### config.mk
export PLATFORM = sky130hd
export DESIGN_NAME = comm_timer
export DESIGN_NICKNAME = d
export VERILOG_FILES = /design/src/comm_timer_pkg.sv /design/src/comm_timer.sv
export SDC_FILE = /design/constraint.sdc
export NUM_CORES = 1
export LEC_CHECK = 0
export BUFFER_PORTS_ARGS = -buffer_cell sky130_fd_sc_hd__buf_2
export CAP_MARGIN = 20
export CORE_AREA = 2 2 97 99
export CTS_BUF_LIST = sky130_fd_sc_hd__clkbuf_16
export DETAILED_ROUTE_END_ITERATION = 8
export DIE_AREA = 0 0 99 101
export PLACE_DENSITY = 0.82
export SYNTH_ARGS = -nofsm -noshare
export SYNTH_HDL_FRONTEND = slang
export SYNTH_SLANG_ARGS = --single-unit
### constraint.sdc
create_clock -name pclk -period 4.9 [get_ports pclk]
set_clock_uncertainty 0.1 [all_clocks]
set_input_delay 0.98 -clock pclk [delete_from_list [all_inputs] [get_ports pclk]]
set_output_delay 0.98 -clock pclk [all_outputs]
set_load 0.02 [all_outputs]
### src/comm_timer_pkg.sv
// Package for the dual commutation timer: register map, layouts, reset values.
// Assumes a 32-bit APB slave on the motor-domain clock.
package comm_timer_pkg;
  // ----------------------------------------------------------------------
  // Register map
  // ----------------------------------------------------------------------
  localparam logic [11:0] CTRL_OFF = 12'h000;
  localparam logic [11:0] STATUS_OFF = 12'h004;
  localparam logic [11:0] CMP0_OFF = 12'h008;
  localparam logic [11:0] CMP1_OFF = 12'h00c;
  localparam logic [11:0] CNT0_OFF = 12'h010;
  localparam logic [11:0] CNT1_OFF = 12'h014;
  // ----------------------------------------------------------------------
  // Fields and reset values
  // ----------------------------------------------------------------------
  localparam int CTRL_EN0_BIT = 0;
  localparam int CTRL_EN1_BIT = 1;
  localparam int CTRL_CLR0_BIT = 8;
  localparam int CTRL_CLR1_BIT = 9;
  localparam logic [15:0] CMP_RST = 16'hffff;
  localparam logic [1:0] CTRL_RST = 2'h0;
  // ----------------------------------------------------------------------
  // Timing
  // ----------------------------------------------------------------------
  localparam int PRESCALE = 128;
  localparam int SRC_CLK_HZ = 120000000;
  localparam int TICK_HZ = SRC_CLK_HZ / PRESCALE;
  localparam int CHANNELS = 2;

  typedef struct packed {
    logic [11:0] addr;
    logic write;
    logic [31:0] wdata;
  } apb_req_s;
endpackage

### src/comm_timer.sv
// Dual commutation timer: one prescaled counter and compare per motor.
// Assumes an APB master on pclk and PWM generators on the same clock.
//
// Added by the designer: register access over APB and the address map.
`timescale 1ns/1ps

// What this block does
// - Channel 0 drives its compare output flag as the forced update into the first PWM generator.
// - Each counter advances once per prescaler tick of 128 motor-domain clocks.
// - The compare register sets the counter value at which the next commutation happens.
// - A counter match with the compare value sets the compare output flag, which is the force.
// - An independent second channel serves the second motor and drives the second PWM force.
// - Every compare event raises an interrupt so software can preload the next sector.
module comm_timer #(
  parameter int CNT_W = 16,
  parameter int PRESCALE = comm_timer_pkg::PRESCALE
) (
  // Clock and reset
  input wire logic pclk,
  input wire logic presetn,
  // APB slave
  input wire logic psel,
  input wire logic penable,
  input wire logic pwrite,
  input wire logic [11:0] paddr,
  input wire logic [31:0] pwdata,
  output logic [31:0] prdata,
  output logic pready,
  output logic pslverr,
  // PWM force and compare interrupts
  output logic [1:0] pwm_force,
  output logic [1:0] comm_irq
);
  localparam int CH = comm_timer_pkg::CHANNELS;
  localparam int PS_W = $clog2(PRESCALE);

  // ----------------------------------------------------------------------
  // Parameter checks
  // ----------------------------------------------------------------------
  // The read mux zero-extends into one 32-bit word, so wider counters cannot be served.
  if (CNT_W < 1 || CNT_W > 32) begin : g_bad_cnt_w
    $error("comm_timer: counter width out of range");
  end
  // A divide by one would tick every cycle and leave the prescaler with no bits.
  if (PRESCALE < 2) begin : g_bad_prescale
    $error("comm_timer: prescaler below two");
  end
  // The register map and the port widths carry exactly two channels.
  if (CH != 2) begin : g_bad_channels
    $error("comm_timer: channel count must be two");
  end

  // ----------------------------------------------------------------------
  // Register access
  // ----------------------------------------------------------------------
  comm_timer_pkg::apb_req_s req;
  logic wr_en;
  logic hit;
  logic [CH-1:0] en_r;
  logic [CH-1:0] flag_r;
  logic [CH-1:0] flag_clr;
  logic [CH-1:0] match;
  logic [CNT_W-1:0] cmp_r [CH];
  logic [CNT_W-1:0] cnt_r [CH];
  logic [PS_W-1:0] ps_r;
  logic tick;

  assign req = '{addr: paddr, write: pwrite, wdata: pwdata};
  assign pready = 1'b1;
  assign wr_en = psel && penable && req.write;
  always_comb begin
    unique case (req.addr)
      comm_timer_pkg::CTRL_OFF, comm_timer_pkg::STATUS_OFF, comm_timer_pkg::CMP0_OFF,
      comm_timer_pkg::CMP1_OFF, comm_timer_pkg::CNT0_OFF, comm_timer_pkg::CNT1_OFF: hit = 1'b1;
      default: hit = 1'b0;
    endcase
  end
  assign pslverr = psel && penable && !hit;

  always_ff @(posedge pclk or negedge presetn) begin
    if (!presetn) begin
      en_r <= comm_timer_pkg::CTRL_RST;
    end else if (wr_en && req.addr == comm_timer_pkg::CTRL_OFF) begin
      en_r <= req.wdata[comm_timer_pkg::CTRL_EN1_BIT:comm_timer_pkg::CTRL_EN0_BIT];
    end
  end

  // Writing a one to a status bit clears it; a match in the same cycle wins.
  // Losing a set to a racing clear would silently drop one commutation interrupt.
  assign flag_clr = (wr_en && req.addr == comm_timer_pkg::STATUS_OFF) ? req.wdata[1:0] : 2'h0;

  // Read data is loaded in the setup cycle so that it already stands in the access phase.
  // This keeps the slave at zero wait states at the cost of one register per bit.
  always_ff @(posedge pclk or negedge presetn) begin
    if (!presetn) begin
      prdata <= 32'h0000_0000;
    end else if (psel && !penable && !req.write) begin
      unique case (req.addr)
        comm_timer_pkg::CTRL_OFF: prdata <= {30'h0, en_r};
        comm_timer_pkg::STATUS_OFF: prdata <= {30'h0, flag_r};
        comm_timer_pkg::CMP0_OFF: prdata <= 32'(cmp_r[0]);
        comm_timer_pkg::CMP1_OFF: prdata <= 32'(cmp_r[1]);
        comm_timer_pkg::CNT0_OFF: prdata <= 32'(cnt_r[0]);
        comm_timer_pkg::CNT1_OFF: prdata <= 32'(cnt_r[1]);
        default: prdata <= 32'h0000_0000;
      endcase
    end
  end

  // ----------------------------------------------------------------------
  // Prescaler
  // ----------------------------------------------------------------------
  // One prescaler is shared, so both channels tick on the same edge.
  assign tick = (ps_r == PS_W'(PRESCALE - 1));
  always_ff @(posedge pclk or negedge presetn) begin
    if (!presetn) begin
      ps_r <= '0;
    end else begin
      ps_r <= tick ? '0 : ps_r + 1'b1;
    end
  end

  // ----------------------------------------------------------------------
  // Channels
  // ----------------------------------------------------------------------
  for (genvar i = 0; i < CH; i++) begin : g_ch
    logic clr_cnt;
    logic match_d_r;
    localparam logic [11:0] CMP_ADDR = (i == 0) ? comm_timer_pkg::CMP0_OFF :
                                                  comm_timer_pkg::CMP1_OFF;
    assign clr_cnt = wr_en && req.addr == comm_timer_pkg::CTRL_OFF &&
                     req.wdata[comm_timer_pkg::CTRL_CLR0_BIT + i];
    assign match[i] = en_r[i] && (cnt_r[i] == cmp_r[i]);

    always_ff @(posedge pclk or negedge presetn) begin
      if (!presetn) begin
        cmp_r[i] <= CNT_W'(comm_timer_pkg::CMP_RST);
      end else if (wr_en && req.addr == CMP_ADDR) begin
        cmp_r[i] <= req.wdata[CNT_W-1:0];
      end
    end

    always_ff @(posedge pclk or negedge presetn) begin
      if (!presetn) begin
        cnt_r[i] <= '0;
      end else if (clr_cnt) begin
        cnt_r[i] <= '0;
      end else if (en_r[i] && tick) begin
        cnt_r[i] <= cnt_r[i] + 1'b1;
      end
    end

    always_ff @(posedge pclk or negedge presetn) begin
      if (!presetn) begin
        match_d_r <= 1'b0;
        pwm_force[i] <= 1'b0;
        flag_r[i] <= 1'b0;
      end else begin
        match_d_r <= match[i];
        pwm_force[i] <= match[i] && !match_d_r;
        flag_r[i] <= (match[i] && !match_d_r) || (flag_r[i] && !flag_clr[i]);
      end
    end

    AST_FORCE_ONE_CYCLE: assert property (@(posedge pclk) disable iff (!presetn)
      pwm_force[i] |=> !pwm_force[i]) else $error("force longer than one cycle");
    AST_MATCH_FORCES: assert property (@(posedge pclk) disable iff (!presetn)
      $rose(match[i]) |=> pwm_force[i]) else $error("match without force");
    AST_FORCE_CAUSE: assert property (@(posedge pclk) disable iff (!presetn)
      pwm_force[i] |-> $past(match[i]) && cnt_r[i] == cmp_r[i])
      else $error("force without match");
    AST_IRQ_SET: assert property (@(posedge pclk) disable iff (!presetn)
      pwm_force[i] |-> comm_irq[i]) else $error("irq missing on force");

    // --------------------------------------------------------------------
    // Channel checks
    // --------------------------------------------------------------------
    AST_CMP_LOAD: assert property (@(posedge pclk) disable iff (!presetn)
      wr_en && req.addr == CMP_ADDR |=> cmp_r[i] == $past(req.wdata[CNT_W-1:0]))
      else $error("compare write lost");
    AST_CNT_CLEAR: assert property (@(posedge pclk) disable iff (!presetn)
      clr_cnt |=> cnt_r[i] == '0) else $error("counter not cleared");
    AST_CNT_ADVANCE: assert property (@(posedge pclk) disable iff (!presetn)
      en_r[i] && tick && !clr_cnt |=> cnt_r[i] == CNT_W'($past(cnt_r[i]) + 1'b1))
      else $error("counter missed a tick");
    AST_IDLE_NO_FORCE: assert property (@(posedge pclk) disable iff (!presetn)
      !en_r[i] |=> !pwm_force[i]) else $error("force from a disabled channel");
    AST_FLAG_STICKY: assert property (@(posedge pclk) disable iff (!presetn)
      comm_irq[i] && !flag_clr[i] |=> comm_irq[i]) else $error("interrupt dropped");
    AST_FLAG_CLEAR: assert property (@(posedge pclk) disable iff (!presetn)
      flag_clr[i] && !(match[i] && !match_d_r) |=> !comm_irq[i])
      else $error("interrupt not cleared");
    AST_SET_WINS: assert property (@(posedge pclk) disable iff (!presetn)
      match[i] && !match_d_r |=> comm_irq[i]) else $error("set lost to clear");
  end

  assign comm_irq = flag_r;

  AST_PRESCALE: assert property (@(posedge pclk) disable iff (!presetn)
    tick |=> !tick [*8]) else $error("prescaler tick too frequent");
  AST_CNT_STEP: assert property (@(posedge pclk) disable iff (!presetn)
    en_r[0] && !tick && !$past(tick) ##1 1'b1 |-> cnt_r[0] == $past(cnt_r[0]) || $past(wr_en))
    else $error("counter moved off tick");
  AST_CH1_FORCE: assert property (@(posedge pclk) disable iff (!presetn)
    pwm_force[1] |-> en_r[1] || $past(en_r[1])) else $error("channel 1 force while off");
  AST_FLAG_HOLD: assert property (@(posedge pclk) disable iff (!presetn)
    flag_r[0] && flag_clr[0] == 1'b0 |=> flag_r[0]) else $error("flag lost");

  // ----------------------------------------------------------------------
  // Shared checks and a channel 1 cause check
  // ----------------------------------------------------------------------
  AST_PRESCALE_WRAP: assert property (@(posedge pclk) disable iff (!presetn)
    tick |=> ps_r == '0) else $error("prescaler did not wrap");
  AST_CH1_CAUSE: assert property (@(posedge pclk) disable iff (!presetn)
    pwm_force[1] |-> $past(match[1])) else $error("channel 1 force without its match");
  AST_EN_LOAD: assert property (@(posedge pclk) disable iff (!presetn)
    wr_en && req.addr == comm_timer_pkg::CTRL_OFF |=> en_r == $past(req.wdata[1:0]))
    else $error("enable write lost");
endmodule

Yosys cells after proc, flatten, opt, wreduce, memory -nomap -nowiden
Cells that the tools add are included.
{"block": "classes", "n_reduce_logical": 32, "mux": 8, "add_sub_neg": 3, "eq_ne": 8}
{"op": "$pmux W16 S6", "count": 1}
{"op": "$mux W16", "count": 4}
{"op": "$add A16 B1 Y16 const B", "count": 2}
{"op": "$eq A16 B16 Y1", "count": 2}
{"op": "$eq A12 B4 Y1 const B", "count": 2}
{"op": "$eq A12 B5 Y1 const B", "count": 2}
{"op": "$logic_and A1 B1 Y1", "count": 19}
{"op": "$eq A12 B3 Y1 const B", "count": 1}
{"op": "$logic_not A12 Y1", "count": 1}
{"op": "$add A7 B1 Y7 const B", "count": 1}
{"op": "$eq A7 B7 Y1 const B", "count": 1}
{"op": "$logic_not A1 Y1", "count": 7}
{"op": "$mux W7", "count": 1}
{"op": "$reduce_or A6 Y1", "count": 1}
{"op": "$reduce_bool A2 Y1", "count": 2}
{"op": "$logic_or A1 B1 Y1", "count": 2}
{"op": "$mux W2", "count": 1}
{"op": "$mux W1", "count": 1}
{"block": "totals", "in_bits": 49, "wordCells": 64, "ff_bits": 111}

Depth between registers and ports, before layout
{"block": "depth", "word_depth": 7, "depth_mapped": 7, "depth_no_buf": 5}

Least setup slack after synthesis
No wires, ideal clock.
{"block": "synth_timing", "kind": "input -> output", "from": "input paddr[9]", "to": "output pslverr", "n_path_buf": 1, "path_stages": 4, "path_slack_ps": 1853, "t_arrival_ps": 1967, "path_cell_list": "or4_1 buf_2 nor2_1 a21oi_1"}
{"block": "synth_via", "elab_chain_cells": 5, "elab_cells_between_ends": 10, "cone_classes": "5 x eq/ne; 1 x mux; 4 x reduce/logical"}
{"element": "from (decl)", "line": "comm_timer.sv:25", "rtl": "input wire logic [11:0] paddr,"}
{"element": "$eq A12 B3 Y1 (tied with other cells)", "line": "comm_timer.sv:72", "rtl": "unique case (req.addr)"}
{"element": "$reduce_or A6 Y1 (*)", "line": "comm_timer.sv:72"}
{"element": "$mux W1 (*)", "line": "comm_timer.sv:72"}
{"element": "$logic_not A1 Y1 (*)", "line": "comm_timer.sv:78", "rtl": "assign pslverr = psel && penable && !hit;"}
{"element": "$logic_and A1 B1 Y1 (*)", "line": "comm_timer.sv:78"}
{"element": "to (decl)", "line": "comm_timer.sv:29", "rtl": "output logic pslverr,"}
Every way passes the cells marked *; elsewhere a longest branch is shown, timed or not.

Worst setup path after layout
Ends and elaborated chain as after synthesis.

==> qor.csv <==
stage,metric,value,unit
setup_path,Worst EP required,3820,ps
place,number of port buffers,53,
die,# rows,35,
clock_tree,CTS tree,done,
pwr,Worst VDD drop,183,µV
clock_tree,H-Tree Depth,3,
setup_path,CP Data Arrival Time,2240,ps
setup_path,CP endpoint kind,output pin,
place,DP HPWL,9040,µm
yosys,Synth Warn #,0,
sta,Worst slew margin,34.0,%
clock_tree,clock-pin transition on the worst setup and hold timing paths,60,ps
cells_and_area,Multi-input gate area,2640,µm²
sta,setup violators final,0,
yosys,asr flop ratio synth,100,%
cells_and_area,share of cells above drive strength 1,28.5,%
min_path,worst hold path class,flop to flop,
route,drt wl/cell,19.6,µm
yosys,Post-Syn Area,5310,µm²
route,ANT nets after route,0,
sta,RSZ-0062 raised after global routing,false,
route,number of remaining DRC errors,0,
cells_and_area,Area Growth Syn to Fin,9.58,%
yosys,library cells used by synthesis,48,
clock_tree,total CTS buffers,9,
yosys,post-synthesis cell count,499,
route,Routed WL,12700,µm
cells_and_area,Final #Nets,584,
yosys,sequential fraction of the synthesis area,45.6,%
global_routing,vias in the first global route,3960,
clock_tree,CTS sink cnt,95,
sta,Least-Margin Pin Slew,987,ps
clock_tree,PostCTS Resize Cnt,0,
sta,post-layout min period,3320,ps
global_routing,grt ovf,0,
setup_path,CP Max Fanout,7,
clock_tree,Clock Latency Late Sink,340,ps
route,vias,4127,
die,die area,10000,µm²
status,status,completed,
clock_tree,hold_buf cts,0,
setup_path,crit path launch type,input port,
sta,f_max,301,MHz
cells_and_area,Storage cell area,2420,µm²
pwr,Lkg Pwr,0.00243,µW
sta,fin crit share,67.8,%
clock_tree,clock root cell,clkbuf_16,
pwr,pwr dens,268,nW/µm²
die,# IOs,87,
route,routed vias/inst,6.37,
route,DRT iter0 DRCs,370,
clock_tree,clk buf depth,2,
sta,Hold Fails Final Rpt,0,
yosys,syn avg cell area,10.6,µm²
die,chip height,101,µm
run,MaxCap Viol Count,0,
global_routing,all-layer global routing usage,26.5,%
place,GP Congestion,0.934,
die,Initial Util,59.1,%
cells_and_area,Filler Cells Inserted,660,
yosys,"flops & latches, synth",95,
global_routing,initial antenna violation count,0,
route,detailed-routing iteration count for the pre-antenna-repair pass,6,
global_routing,largest net degree at the start of global routing,64,
global_routing,first-pass GRT wire length,20600,µm
die,core area,8980,µm²
sta,Final TNS setup,0,ps
die,die width,99,µm
yosys,"Primary FF master, synth",dfrtp_1,
cells_and_area,Final Core Density,64.8,%
clock_tree,post-CTS setup buffers,0,
setup_path,Setup CP Type,input port to output pin,
cells_and_area,Antenna Cells,0,
yosys,Post-synth EDFFs,0,
sta,Slew Limit Fails,0,
[per-layer routing]
layer  vias to the layer above  GRT usage [%]  part of all wire (%)
li1                       1857              -                     -
met3                        39           4.44                   6.2
met1                      2045           36.0                    42
met2                       186           42.7                    48
met5                         -              0                     0
met4                         0           10.2                   3.1
[worst paths after layout]
kind,start,endpoint,slack [ps],cells after the start
min reg2reg,g_ch[1].match_d_r,pwm_force[1],340,1
min,g_ch[1].match_d_r,pwm_force[1],340,1
max in group asynchronous,presetn,cmp_r[12],3110,2
max reg2reg,ps_r[0],cnt_r[29],2120,5
min in group asynchronous,presetn,prdata[1],620,1
max,paddr[9],pslverr,1580,5
[power by group]
part | total, µW | internal, µW | switching (µW)
Sequential | 788 | 786 | 1.22
Combinational | 71.7 | 19.9 | 51.8
Clock | 700 | 395 | 304
[layout by cell type (no fill, tap or decap), types with 3 or more instances in the layout]
master     synthesis  layout
xor2_1            20      20
and2_1             6       6
nor4_2             2       3
dfstp_2           32      32
nor3_1            10      10
buf_2              6      52
nor2_1            24      24
inv_1              9       9
and4_1             4       4
o31ai_1            5       5
or4_1              9       9
nand2_1           17      17
clkbuf_16          0       9
or3_1             10      10
a41oi_1           14      14
buf_4             20       4
a22oi_1           14      14
dfrtp_1           63      63
xnor2_1           32      32
nand4_1           17      17
conb_1             2      17
mux2_1            10      10
o22ai_1            4       4
mux2_2            30      30
a21oi_1           18      18
nor2b_1           14      14
nand3_1           15      15
nor4_1            12      11
mux2_4            10      10
mux2i_1            7       7
ha_1               3       3
o21ai_0           23      23
[worst max-delay path: stages]
cell     delay (ps)
buf_2            90
or4_1           690
nor2_1          230
a21oi_1          80
buf_2           170
[synth_stat cells (5+ instances only)]
| library cell | count | share of area [%] |
|---|---|---|
| a21oi_1 | 18 | 1.7 |
| a22oi_1 | 14 | 2.0 |
| a41oi_1 | 14 | 2.3 |
| and2_1 | 6 | 0.71 |
| buf_2 | 6 | 0.57 |
| buf_4 | 20 | 2.8 |
| clkbuf_1 | 18 | 1.3 |
| dfrtp_1 | 63 | 30 |
| dfstp_2 | 32 | 16 |
| inv_1 | 9 | 0.64 |
| mux2_1 | 10 | 2.1 |
| mux2_2 | 30 | 6.4 |
| mux2_4 | 10 | 2.8 |
| mux2i_1 | 7 | 1.3 |
| nand2_1 | 17 | 1.2 |
| nand3_1 | 15 | 1.4 |
| nand4_1 | 17 | 2.0 |
| nor2_1 | 24 | 1.7 |
| nor2b_1 | 14 | 1.7 |
| nor3_1 | 10 | 0.94 |
| nor4_1 | 12 | 1.4 |
| o21ai_0 | 23 | 2.2 |
| o31ai_1 | 5 | 0.71 |
| or3_1 | 10 | 1.2 |
| or4_1 | 9 | 1.3 |
| xnor2_1 | 32 | 5.3 |
| xor2_1 | 20 | 3.3 |
[through the flow]
step / cells / instance area (µm²) / hold slack [ps] / total power (µW) / worst slack (ps)
after floorplan: 514 / 5360 / 311 / 844 / 1850
after CTS: 648 / 5810 / 339 / 1560 / 1570
after global placement: 632 / 5520 / 320 / 871 / 1430
after detailed placement: 632 / 5520 / 327 / 873 / 1390
after global routing: 648 / 5810 / 352 / 1620 / 1500
final: 648 / 5810 / 335 / 1560 / 1580
[sequential cells by signal (all words and copies together) (netlist names)]
name and count:
cmp_r 32, cnt_r 32, comm_irq 2, en_r 2, g_ch.match_d_r 2, prdata 16
ps_r 7, pwm_force 2
[layout make-up]
type                            instances  share of cell area, %
Multi-Input combinational cell        361                   45.4
Sequential cell                        95                   41.6
Timing Repair Buffer                   56                   4.99
Clock buffer                            9                   3.87
Tap cell                              111                   2.39
Clock inverter                          7                   1.23
Inverter                                9                  0.581
[kinds of logic after synthesis]
logic type,synth area share (%)
AND/OR/NAND/NOR,16.4
flip-flops,45.6
AO/OA/AOI/OAI,9.95
buffers and inverters,6.01
multiplexers,12.6
XOR/XNOR,8.58
adder cells (fa/ha/maj),0.708
other,0.142
No activity file was read; power rests on OpenSTA's default activity.
